<file path="config.mk">
export PLATFORM = sky130hd
export DESIGN_NAME = system_interrupt_router
export DESIGN_NICKNAME = d
export VERILOG_FILES = /design/src/hdl/system_interrupt_router.v
export VERILOG_INCLUDE_DIRS = /design/src /design/src/hdl
export SDC_FILE = /design/constraint.sdc
export NUM_CORES = 1
export LEC_CHECK = 0
export BUFFER_PORTS_ARGS = -buffer_cell sky130_fd_sc_hd__buf_2
export CORE_AREA = 2 2 230 232
export DETAILED_ROUTE_END_ITERATION = 8
export DIE_AREA = 0 0 232 234
export HOLD_SLACK_MARGIN = 0.12
export PLACE_DENSITY = 0.54
export RECOVER_POWER = 100
export SETUP_SLACK_MARGIN = 0.02
export SYNTH_ARGS = -nofsm -noshare
export SYNTH_HDL_FRONTEND = slang
export SYNTH_SLANG_ARGS = --single-unit
</file>
<file path="constraint.sdc">
create_clock -name CLOCK -period 8.4 [get_ports CLOCK]
set_input_delay 2.52 -clock CLOCK [delete_from_list [all_inputs] [get_ports CLOCK]]
set_output_delay 2.52 -clock CLOCK [all_outputs]
set_load 0.01 [all_outputs]
</file>
<file path="src/hdl/irq_router_consts.vh">
/*
 Constants for the system interrupt router: register byte addresses,
 control bit positions, counter widths, source indices and group masks.
 Assumes inclusion by the router only; definitions only.
*/
`ifndef IRQ_ROUTER_CONSTS_VH
`define IRQ_ROUTER_CONSTS_VH

// Register byte addresses on the APB slave
`define A_PEND0    8'h00
`define A_PEND1    8'h04
`define A_SMASK0   8'h08
`define A_SMASK1   8'h0c
`define A_PMASK    8'h10
`define A_AMASK    8'h14
`define A_TOPSTAT  8'h18
`define A_MODE     8'h1c
`define A_CTRL     8'h20
`define A_SWSET    8'h24
`define A_TLOAD    8'h28
`define A_WLOAD    8'h2c
`define A_PLOAD    8'h30
`define A_TCOUNT   8'h34

// Control register bits
`define C_TO_EN    0
`define C_TM_EN    1
`define C_WD_EN    2
`define C_PM_EN    3
`define C_RST_IRQ  4
`define CTRL_W     5

// Mode register: edge select in low half, polarity in high half
`define MODE_POL   16
`define N_CFG      12
`define N_SRC      64
`define N_GRP      9
`define N_SW       2

// Bus timeout: event raised after this many cycles without answer
`define TO_CYC     11'd1024
`define TO_W       11
`define PM_W       16

// Selected source positions
`define S_WDOG     14

// Subsystem groups over the 64 pending bits
`define G_PIN      64'h0000_0000_0000_00ff
`define G_FAB      64'h0000_0000_0000_0f00
`define G_CPU      64'h0000_0000_0200_f000
`define G_FUS      64'h0000_0000_01ff_0000
`define G_AON      64'h0180_0000_3c00_0000
`define G_DMA      64'h0000_0fff_4000_0000
`define G_FIFO     64'h0000_0000_8000_0000
`define G_VOICE    64'h003f_f000_0000_0000
`define G_CFG      64'h0040_0000_0000_0000

// Every source wakes the processor except system DMA channel 0
`define WAKE_SET   64'hffff_fffe_ffff_ffff

`endif

</file>
<file path="src/hdl/system_interrupt_router.v">
/*
 System interrupt router: source-level pending and masks, subsystem
 combining, top-level status with separate processor and application
 processor masks, internal timers, bus timeout, wake-up, APB registers.
 Assumes all inputs synchronous to CLOCK; event inputs are pulses or
 levels, PM_TICK is a one-cycle strobe per 32 kHz period.
*/
// The APB interface to the registers and the register addresses were decided locally.
`include "irq_router_consts.vh"
`timescale 1ns/1ns
`default_nettype none

module system_interrupt_router (
   input  wire        CLOCK,
   input  wire        RST_N,
   input  wire        PSEL,
   input  wire        PENABLE,
   input  wire        PWRITE,
   input  wire [7:0]  PADDR,
   input  wire [31:0] PWDATA,
   output reg  [31:0] PRDATA,
   output wire        PREADY,
   output wire        PSLVERR,
   input  wire [7:0]  PIN_IRQ,
   input  wire [3:0]  FABRIC_IRQ,
   input  wire        BUS_ACC,
   input  wire        BUS_RESP,
   input  wire [15:0] SRAM_ACC,
   input  wire [15:0] SRAM_LOWPWR,
   input  wire [7:0]  FUSION_MSG,
   input  wire [15:0] FUSION_SUB,
   input  wire [4:0]  SERIAL_IRQ,
   input  wire        SYS_RESET_PIN_N,
   input  wire        PM_TICK,
   input  wire [11:0] DMA_DONE,
   input  wire        DMA_ERR,
   input  wire [19:0] FIFO_EVT,
   input  wire [9:0]  VOICE_IRQ,
   input  wire        CFG_DMA_DONE,
   input  wire        BOOT_FLASH,
   input  wire        ADC_DONE,
   input  wire        RTC_ALARM,
   output reg  [8:0]  PROC_IRQ,
   output reg         APP_IRQ,
   output reg         PROC_WAKE,
   output reg         WDOG_RESET,
   output reg         SYS_RESET_OUT
);

////////////////////////////////////////////////////////////////////////
// Registers
reg  [63:0]          pend_r;
reg  [63:0]          smask_r;
reg  [8:0]           pmask_r;
reg  [8:0]           amask_r;
reg  [8:0]           top_r;
reg  [31:0]          mode_r;
reg  [`CTRL_W-1:0]   ctrl_r;
reg  [31:0]          tload_r;
reg  [31:0]          wload_r;
reg  [`PM_W-1:0]     pload_r;
reg  [31:0]          tcnt_r;
reg  [31:0]          wcnt_r;
reg  [`PM_W-1:0]     pcnt_r;
reg  [`TO_W-1:0]     tocnt_r;
reg  [`N_CFG-1:0]    prev_r;
reg                  rpin_r;

wire [63:0]          pend_nxt;
wire [63:0]          evt;
wire [63:0]          clr;
wire [8:0]           grp;
wire                 to_ev;
wire                 tm_ev;
wire                 wd_ev;
wire                 pm_ev;
wire                 sram_ev;
wire                 rst_ev;
wire [`N_SW-1:0]     sw_ev;
wire                 cfg_ev;

////////////////////////////////////////////////////////////////////////
// APB slave: zero wait states, read data captured in the setup phase
wire acc    = PSEL & PENABLE;
wire wr     = acc & PWRITE;
wire setup  = PSEL & ~PENABLE;
reg  mapped;
reg  [31:0] rd_nxt;

always @* begin
   mapped = 1'b1;
   rd_nxt = 32'h0000_0000;
   case (PADDR)
      `A_PEND0:   rd_nxt = pend_r[31:0];
      `A_PEND1:   rd_nxt = pend_r[63:32];
      `A_SMASK0:  rd_nxt = smask_r[31:0];
      `A_SMASK1:  rd_nxt = smask_r[63:32];
      `A_PMASK:   rd_nxt = {23'h000000, pmask_r};
      `A_AMASK:   rd_nxt = {23'h000000, amask_r};
      `A_TOPSTAT: rd_nxt = {22'h000000, PROC_WAKE, top_r};
      `A_MODE:    rd_nxt = mode_r;
      `A_CTRL:    rd_nxt = {27'h0000000, ctrl_r};
      `A_SWSET:   rd_nxt = 32'h0000_0000;
      `A_TLOAD:   rd_nxt = tload_r;
      `A_WLOAD:   rd_nxt = wload_r;
      `A_PLOAD:   rd_nxt = {16'h0000, pload_r};
      `A_TCOUNT:  rd_nxt = tcnt_r;
      default: begin
         mapped = 1'b0;
         rd_nxt = 32'h0000_0000;
      end
   endcase
end

assign PREADY  = 1'b1;
assign PSLVERR = acc & ~mapped;

always @(posedge CLOCK or negedge RST_N) begin
   if (!RST_N) begin
      PRDATA <= 32'h0000_0000;
   end else if (setup) begin
      PRDATA <= rd_nxt;
   end
end

wire wr_pend0 = wr & (PADDR == `A_PEND0);
wire wr_pend1 = wr & (PADDR == `A_PEND1);
wire wr_top   = wr & (PADDR == `A_TOPSTAT);
wire wr_sw    = wr & (PADDR == `A_SWSET);

// Writing ones clears pending bits at the source
assign clr = {(wr_pend1 ? PWDATA : 32'h0000_0000),
              (wr_pend0 ? PWDATA : 32'h0000_0000)};

always @(posedge CLOCK or negedge RST_N) begin
   if (!RST_N) begin
      smask_r <= 64'h0000_0000_0000_0000;
      pmask_r <= 9'h000;
      amask_r <= 9'h000;
      mode_r  <= 32'h0000_0000;
      ctrl_r  <= 5'h00;
      tload_r <= 32'h0000_0000;
      wload_r <= 32'h0000_0000;
      pload_r <= 16'h0000;
   end else if (wr) begin
      case (PADDR)
         `A_SMASK0: smask_r[31:0]  <= PWDATA;
         `A_SMASK1: smask_r[63:32] <= PWDATA;
         `A_PMASK:  pmask_r <= PWDATA[8:0];
         `A_AMASK:  amask_r <= PWDATA[8:0];
         `A_MODE:   mode_r  <= PWDATA;
         `A_CTRL:   ctrl_r  <= PWDATA[`CTRL_W-1:0];
         `A_TLOAD:  tload_r <= PWDATA;
         `A_WLOAD:  wload_r <= PWDATA;
         `A_PLOAD:  pload_r <= PWDATA[`PM_W-1:0];
         default:   ctrl_r  <= ctrl_r;
      endcase
   end
end

////////////////////////////////////////////////////////////////////////
// Event generators
// Bus timeout counter restarts on every answer or idle bus
always @(posedge CLOCK or negedge RST_N) begin
   if (!RST_N) begin
      tocnt_r <= 11'd0;
   end else if (!BUS_ACC || BUS_RESP) begin
      tocnt_r <= 11'd0;
   end else if (tocnt_r != `TO_CYC) begin
      tocnt_r <= tocnt_r + 11'd1;
   end
end
// Fires once, in the cycle that completes the wait
assign to_ev = ctrl_r[`C_TO_EN] & BUS_ACC & ~BUS_RESP
             & (tocnt_r == `TO_CYC - 11'd1);

// General timer reloads on zero so it fires periodically
assign tm_ev = ctrl_r[`C_TM_EN] & (tcnt_r == 32'h0000_0000);
always @(posedge CLOCK or negedge RST_N) begin
   if (!RST_N) begin
      tcnt_r <= 32'h0000_0000;
   end else if (!ctrl_r[`C_TM_EN] || tm_ev) begin
      tcnt_r <= tload_r;
   end else begin
      tcnt_r <= tcnt_r - 32'h0000_0001;
   end
end

// Watchdog: first zero raises the event, a zero with it still
// pending resets the system instead
assign wd_ev = ctrl_r[`C_WD_EN] & (wcnt_r == 32'h0000_0000);
always @(posedge CLOCK or negedge RST_N) begin
   if (!RST_N) begin
      wcnt_r     <= 32'h0000_0000;
      WDOG_RESET <= 1'b0;
   end else begin
      WDOG_RESET <= wd_ev & pend_r[`S_WDOG];
      if (!ctrl_r[`C_WD_EN] || wd_ev) begin
         wcnt_r <= wload_r;
      end else begin
         wcnt_r <= wcnt_r - 32'h0000_0001;
      end
   end
end

// Power manager timer advances only on the slow tick
assign pm_ev = ctrl_r[`C_PM_EN] & PM_TICK
             & (pcnt_r == 16'h0000);
always @(posedge CLOCK or negedge RST_N) begin
   if (!RST_N) begin
      pcnt_r <= 16'h0000;
   end else if (!ctrl_r[`C_PM_EN] || pm_ev) begin
      pcnt_r <= pload_r;
   end else if (PM_TICK) begin
      pcnt_r <= pcnt_r - 16'h0001;
   end
end

assign sram_ev = |(SRAM_ACC & SRAM_LOWPWR);
assign sw_ev   = wr_sw ? PWDATA[`N_SW-1:0] : 2'b00;
assign cfg_ev  = CFG_DMA_DONE & BOOT_FLASH;

// Reset pin: a falling edge is an event when rerouted, else a reset
assign rst_ev = ctrl_r[`C_RST_IRQ] & rpin_r & ~SYS_RESET_PIN_N;
always @(posedge CLOCK or negedge RST_N) begin
   if (!RST_N) begin
      rpin_r        <= 1'b1;
      SYS_RESET_OUT <= 1'b0;
   end else begin
      rpin_r        <= SYS_RESET_PIN_N;
      SYS_RESET_OUT <= ~ctrl_r[`C_RST_IRQ] & ~SYS_RESET_PIN_N;
   end
end

////////////////////////////////////////////////////////////////////////
// Source vector
assign evt = {7'h00, RTC_ALARM, ADC_DONE, cfg_ev,
              VOICE_IRQ,
              DMA_DONE,
              |FIFO_EVT,
              DMA_ERR,
              pm_ev, rst_ev, sw_ev,
              |SERIAL_IRQ,
              |FUSION_SUB,
              FUSION_MSG,
              sram_ev, wd_ev, tm_ev, to_ev,
              FABRIC_IRQ,
              PIN_IRQ};

always @(posedge CLOCK or negedge RST_N) begin
   if (!RST_N) begin
      prev_r <= 12'h000;
      pend_r <= 64'h0000_0000_0000_0000;
   end else begin
      prev_r <= evt[`N_CFG-1:0];
      pend_r <= pend_nxt;
   end
end

// Configurable sources pick edge or level and polarity; the rest
// are pulses that latch. A new event beats a clear in the same cycle.
genvar i;
generate
   for (i = 0; i < `N_SRC; i = i + 1) begin : g_src
      if (i < `N_CFG) begin : g_cfg
         wire edge_m = mode_r[i];
         wire pol    = mode_r[`MODE_POL + i];
         wire act    = pol ? evt[i] : ~evt[i];
         wire hit    = pol ? (evt[i] & ~prev_r[i])
                           : (~evt[i] & prev_r[i]);
         assign pend_nxt[i] = edge_m ? (hit | (pend_r[i] & ~clr[i]))
                                     : act;
      end else begin : g_fix
         assign pend_nxt[i] = evt[i] | (pend_r[i] & ~clr[i]);
      end
   end
endgenerate

////////////////////////////////////////////////////////////////////////
// Subsystem combining and top level
wire [63:0] live = pend_r & smask_r;
assign grp = {|(live & `G_CFG), |(live & `G_VOICE), |(live & `G_FIFO),
              |(live & `G_DMA), |(live & `G_AON),   |(live & `G_FUS),
              |(live & `G_CPU), |(live & `G_FAB),   |(live & `G_PIN)};

always @(posedge CLOCK or negedge RST_N) begin
   if (!RST_N) begin
      top_r     <= 9'h000;
      PROC_IRQ  <= 9'h000;
      APP_IRQ   <= 1'b0;
      PROC_WAKE <= 1'b0;
   end else begin
      // Top status: set wins over the write-one clear
      top_r     <= grp | (top_r & ~(wr_top ? PWDATA[8:0] : 9'h000));
      PROC_IRQ  <= top_r & pmask_r;
      APP_IRQ   <= |(top_r & amask_r);
      PROC_WAKE <= |(live & `WAKE_SET);
   end
end

endmodule

`default_nettype wire

</file>
==> results.md, run 1 <==
- CTS Sinks: around 420
- Global route overflow: 0
- Crit path required time: approximately 5900 ps
- Fin. max-slew vios: 619
- First-pass GRT wire length: 108000 um
- PwrDens: approximately 200 nW/um2
- # IOs: 216
- Via count: 16400
- TritonCTS buffer count: 47
- Tot Pwr: just under 5 mW
- Failing checks: max-capacitance violations, max-slew violations
- Slew HR: -1.75
- Synth Warn #: 0
- Layout cells sized above 1: 0.224
- Routed WL: about 74000 um
- H-Tree Depth: 2
- Post-CTS Resized: 0
- Status: finished, violations left
- TNS Setup: 0 ps
- Highest clock rate: about 130 MHz
- Maxcap violations: 14
- Setup Buffers After CTS: 0
- Final setup violation count: 0
- DRC: 0
- Vias/cell: ~6.0
- Non-Filler Instances: 2741
- Fillers: ~5000
- Final net count: between 2000 and 2500
- Post-synth EDFFs: 0
- Die width: 232 um
- Skew final: approximately 15 ps
- Vias in the first global route: approximately 16000
- Hold Crit Class: reg -> reg
- Sequential fraction of the synthesis area: 0.514
- Most frequent cells in the layout: dfrtp_1, nand2_1, mux2_2
- CP Capture Type: output pin
- RD Place Congestion: between 0.9 and 1
- Syn Inst Count: ~1800
- Post-route ant nets: 0
- DIE AREA: 54300 um2
- CP Max Fanout: 22
- Worst setup SP type: primary input
- Pre-CTS setup slack: around 1400 ps
- Hold Fails Final Rpt: 0
- Main flop type after synthesis: dfrtp_1
- Most common cell after layout, fill and taps aside: dfrtp_1
- Synth top area share: 0.512
- Vert. Die Dim: 234 um
- Syn_nets: ~2000
- CP Class: in -> out
- Initial antenna violation count: 4
- Drt first pass iters: 7
- Critical path arrival: roughly 5100 ps
- Initial Util: 0.394
- Final Cycle Share: 0.909
- Row cnt: between 80 and 90
- Final setup margin: 767 ps
- Yosys reg bits: approximately 420
- Synth area leaders: dfrtp_1, mux2_2, nand2_1
- Layout area overhead: 15.0%
- Tot GR Track Use: 0.273
- Post-synthesis cell type count: between 70 and 80
- Worst-path clk slew: around 60 ps
- Fin crit period: 7630 ps
- Clk root buf: clkbuf_16
- WL per Instance: 27.1 um
- Finished Cell Area: between 20000 and 25000 um2
- Clk buf depth: 3
- Worst-Margin Slew: roughly 4100 ps
- Max rail drop VDD: 0.000215 V
- Port bufs: around 210
- Post-synth ARST share: 1.00
- CORE AREA: around 52000 um2
- N_diodes: 0
- Syn avg cell area: between 10 and 15 um2
- Clk_lat worst skew: ~590 ps
- Largest net degree at the start of global routing: between 150 and 200
- Pleak: 10.5 nW
- RSZ-0062 raised after global routing: no
- Cell taking the most area after synthesis: dfrtp_1
- HPWL after DPL: 52800 um
- Hold buffers post-CTS: 0
- CTS tree: yes
- Initial drt markers: around 1700
- Dpl cells: about 2700
- Placed Area: 22400 um2
- Netlist Area Pre-Place: roughly 21000 um2
-- path summary, 6_finish.rpt --
kind	endpoint	slack [ps]	start	cells after the start
setup / recovery	PSLVERR	770	PADDR[5]	6
hold / removal	PRDATA[0]$_DFFE_PN0P_	490	PRDATA[0]$_DFFE_PN0P_	2
setup reg to reg	wcnt_r[4]$_DFF_PN0_	4210	wcnt_r[2]$_DFF_PN0_	5
hold reg to reg	PRDATA[0]$_DFFE_PN0P_	490	PRDATA[0]$_DFFE_PN0P_	2
max in group asynchronous	wcnt_r[21]$_DFF_PN0_	1830	RST_N	2
min in group asynchronous	pcnt_r[0]$_DFFE_PN0P_	1970	RST_N	1
-- synth_stat cells (all sizes together), types with 9 or more instances --
master and instances:
nor4 40, xor2 41, o2bb2ai 9, nor3 57
nor2 66, a21oi 39, mux2 233, dfrtp 420
o22ai 19, nand3 36, a31oi 11, a21o 42
nor2b 9, a22o 33, a22oi 57, or3 15
a221oi 23, buf 34, and2 13, o21ai 89
inv 17, or4 13, xnor2 42, a32oi 12
mux2i 40, clkbuf 74, nand2 197
-- cell type report --
type,count,area [um2],area share
sequential,421,10500,0.447
tap,688,861,0.0365
timing repair buffer,248,1180,0.0502
inverter,17,63.8,0.00270
clock inverter,15,180,0.00764
clock buffer,70,1410,0.0595
multi-input combinational,1282,9370,0.397
-- state kept, by name (all words and copies together) (netlist names), 11 cells and up --
register  count
tcnt_r       32
prev_r       12
wload_r      32
pcnt_r       16
tload_r      32
mode_r       32
pend_r       64
smask_r      64
tocnt_r      11
wcnt_r       32
pload_r      16
PRDATA       32
-- critical path: stages --
cell	delay (ps)
buf_2	300
clkbuf_1	920
or4b_1	800
o211ai_1	280
nor2_1	130
clkbuf_1	150
-- cells by family after synthesis --
| family | Yosys count | share of synthesized area |
|---|---|---|
| other | 1 | 0.000183 |
| AO/OA/AOI/OAI | 404 | 0.141 |
| AND/OR/NAND/NOR | 513 | 0.126 |
| flip-flops | 421 | 0.514 |
| multiplexers | 275 | 0.155 |
| XOR/XNOR | 83 | 0.0354 |
| buffers and inverters | 125 | 0.0257 |
| adder cells (fa/ha/maj) | 6 | 0.00366 |
-- metal layers --
| layer | wire, um | track usage | vias to the layer above | part of all wire |
|---|---|---|---|---|
| met5 | 34 | 0 | - | 0.00046 |
| met3 | 6890 | 0.0652 | 157 | 0.093 |
| met4 | 3010 | 0.105 | 6 | 0.041 |
| met1 | 31800 | 0.382 | 8281 | 0.43 |
| li1 | - | - | 7156 | - |
| met2 | 32400 | 0.408 | 787 | 0.44 |
-- power by group --
group          internal (mW)  switching, mW  total (mW)
registers               2.11         0.0966        2.21
clock network           1.28          0.857        2.13
logic                  0.189          0.287       0.476
-- stage by stage --
| step | hold WS [ps] | utilization |
|---|---|---|
| floorplan | 437 | - |
| global placement | 472 | 0.430 |
| detailed placement | 473 | 0.430 |
| CTS | 487 | 0.461 |
| global route | 522 | 0.454 |
| finish | 488 | 0.454 |
(Power assumes the default switching activity.)
==> run 2, diff against run 1 <==
--- a/config.mk
+++ b/config.mk
@@ -7,9 +7,9 @@
 export NUM_CORES = 1
 export LEC_CHECK = 0
 export BUFFER_PORTS_ARGS = -buffer_cell sky130_fd_sc_hd__buf_2
-export CORE_AREA = 2 2 230 232
+export CORE_AREA = 4 4 232 234
 export DETAILED_ROUTE_END_ITERATION = 8
-export DIE_AREA = 0 0 232 234
+export DIE_AREA = 0 0 236 238
 export HOLD_SLACK_MARGIN = 0.12
 export PLACE_DENSITY = 0.54
 export RECOVER_POWER = 100
==> constraint.sdc (replaced) <==
create_clock -name CLOCK -period 8.06 [get_ports CLOCK]
set_input_delay 2.418 -clock CLOCK [delete_from_list [all_inputs] [get_ports CLOCK]]
set_output_delay 2.418 -clock CLOCK [all_outputs]
set_load 0.01 [all_outputs]
==> run 2 against run 1 <==
The flow still finishes with violations (max-capacitance violations, max-slew violations). Via count grew 0.18%. Clock-buffer cell count grew 5. Wire length grew 1.1%. Combinational power is 4.4% higher. Register-to-register slack got worse by 530 ps. Critical endpoint unchanged.
==> results.md, run 2 (synthesis gave the netlist of run 1 again) <==
- Status: finished, violations left
- Failing checks: max-capacitance violations, max-slew violations
- CTS Sinks: around 420
- Slew HR: -2.29
- Vias in the first global route: 16200
- Largest regs: pend_r: 64 flops, smask_r: 64 flops
- Fillers: slightly below 5000
- Hold Fails Final Rpt: 0
- PwrDens: ~210 nW/um2
- Non-Filler Instances: approximately 2700
- Vias/cell: between 5 and 6
- Highest clock rate: 136 MHz
- WL per Instance: 27.4 um
- CP Class: in -> out
- Hold buffers post-CTS: 0
- DRC: 0
- Clk root buf: clkbuf_16
- Hold Crit Class: reg -> reg
- Worst setup SP type: primary input
- Drt first pass iters: 7
- Tot Pwr: approximately 4.9 mW
- Critical path arrival: roughly 5000 ps
- Vert. Die Dim: between 200 and 250 um
- Post-CTS Resized: 0
- TritonCTS buffer count: 47
- Most frequent cells in the layout: dfrtp_1, nand2_1, mux2_2
- Initial antenna violation count: 3
- Critical Path End: PSLVERR
- TNS Setup: 0 ps
- Flop2flop setup slack: roughly 3700 ps
- Worst-path clk slew: around 60 ps
- Cells on worst reg2reg path: 8
- Pleak: 10.4 nW
- Worst-Margin Slew: 4930 ps
- CP Capture Type: output pin
- CP startpoint: PADDR[3]
- Initial drt markers: between 1500 and 2000
- Clk buf depth: 3
- CTS tree: yes
- Row cnt: 84
- Fin. max-slew vios: 285
- H-Tree Depth: 2
- Final net count: roughly 2200
- Post-route ant nets: 0
- Routed WL: ~75000 um
- Maxcap violations: 11
- Final Cycle Share: 0.915
- Skew final: around 17 ps
- Via count: 16400
- Dpl cells: between 2000 and 3000
- Crit path required time: about 5600 ps
- CORE AREA: between 50000 and 60000 um2
- Reg area: approximately 11000 um2
- # IOs: 216
- HPWL after DPL: about 54000 um
- Max rail drop VDD: 0.000133 V
- R2R Path Start: tcnt_r[0]$_DFF_PN0_
- Clk_lat worst skew: between 500 and 600 ps
- Port bufs: approximately 210
- Die width: ~240 um
- Hold WS: between 400 and 500 ps
- Layout cells sized above 1: 0.222
- Final setup violation count: 0
- DIE AREA: 56200 um2
- CP Max Fanout: 27
- RR Endpoint: tcnt_r[22]$_DFF_PN0_
- Most common cell after layout, fill and taps aside: dfrtp_1
- Setup Buffers After CTS: 0
- N_diodes: 0
- Fin crit period: 7370 ps
- First-pass GRT wire length: approximately 110000 um
- Initial Util: 0.394
- Global route overflow: 0
- Tot GR Track Use: 0.259
- Multi-input logic area: between 9000 and 10000 um2
- Largest net degree at the start of global routing: approximately 180
- Layout area overhead: 14.4%
- RSZ-0062 raised after global routing: no
- RD Place Congestion: 0.915
==> run 2: report_power, final <==
group          leakage (nW)  internal [mW]  total [mW]  switching [mW]
sequential             5.51           2.20        2.30           0.104
combinational          4.21          0.199       0.497           0.298
clock                 0.720           1.20        2.07           0.877
==> run 2: worst max-delay path, cell delays in order <==
cell and delay, ps:
clkbuf_1 1260, or4b_1 570, o211ai_1 130, nor2_1 350
clkbuf_1 200
==> run 2: layout make-up <==
class,instances,area share
Inverter,17,0.00272
Tap cell,688,0.0367
Sequential cell,421,0.449
Clock buffer,75,0.0602
Clock inverter,9,0.00203
Multi-Input combinational cell,1282,0.399
Timing Repair Buffer,245,0.0509
==> run 2: how the worst min path moves through the flow <==
stage / start / slack (ps) / to / depth (start not counted)
floorplan: ctrl_r[4]$_DFFE_PN0P_ / 440 / SYS_RESET_OUT$_DFF_PN0_ / 1
global placement: PRDATA[2]$_DFFE_PN0P_ / 470 / PRDATA[2]$_DFFE_PN0P_ / 2
detailed placement: PRDATA[2]$_DFFE_PN0P_ / 470 / PRDATA[2]$_DFFE_PN0P_ / 2
CTS: PRDATA[2]$_DFFE_PN0P_ / 480 / PRDATA[2]$_DFFE_PN0P_ / 2
global route: PRDATA[22]$_DFFE_PN0P_ / 510 / PRDATA[22]$_DFFE_PN0P_ / 2
finish: PRDATA[2]$_DFFE_PN0P_ / 480 / PRDATA[2]$_DFFE_PN0P_ / 2
==> run 2: through the flow <==
stage / cell area, um2 / util / setup slack, ps
floorplan: 20500 / - / 1890
global placement: 22400 / 0.430 / 1200
detailed placement: 22400 / 0.430 / 1190
CTS: 23800 / 0.458 / 1180
global route: 23500 / 0.451 / 601
finish: 23500 / 0.451 / 687
==> run 2: per-layer routing <==
metal  wire (um)  share of wire  vias to the layer above  global-route usage
li1            -              -                     7161                   -
met2       32900           0.44                      720               0.398
met1       32800           0.44                     8384               0.361
met5          41        0.00055                        -                   0
met4        2960          0.039                        6              0.0920
met3        6340          0.085                      146              0.0591
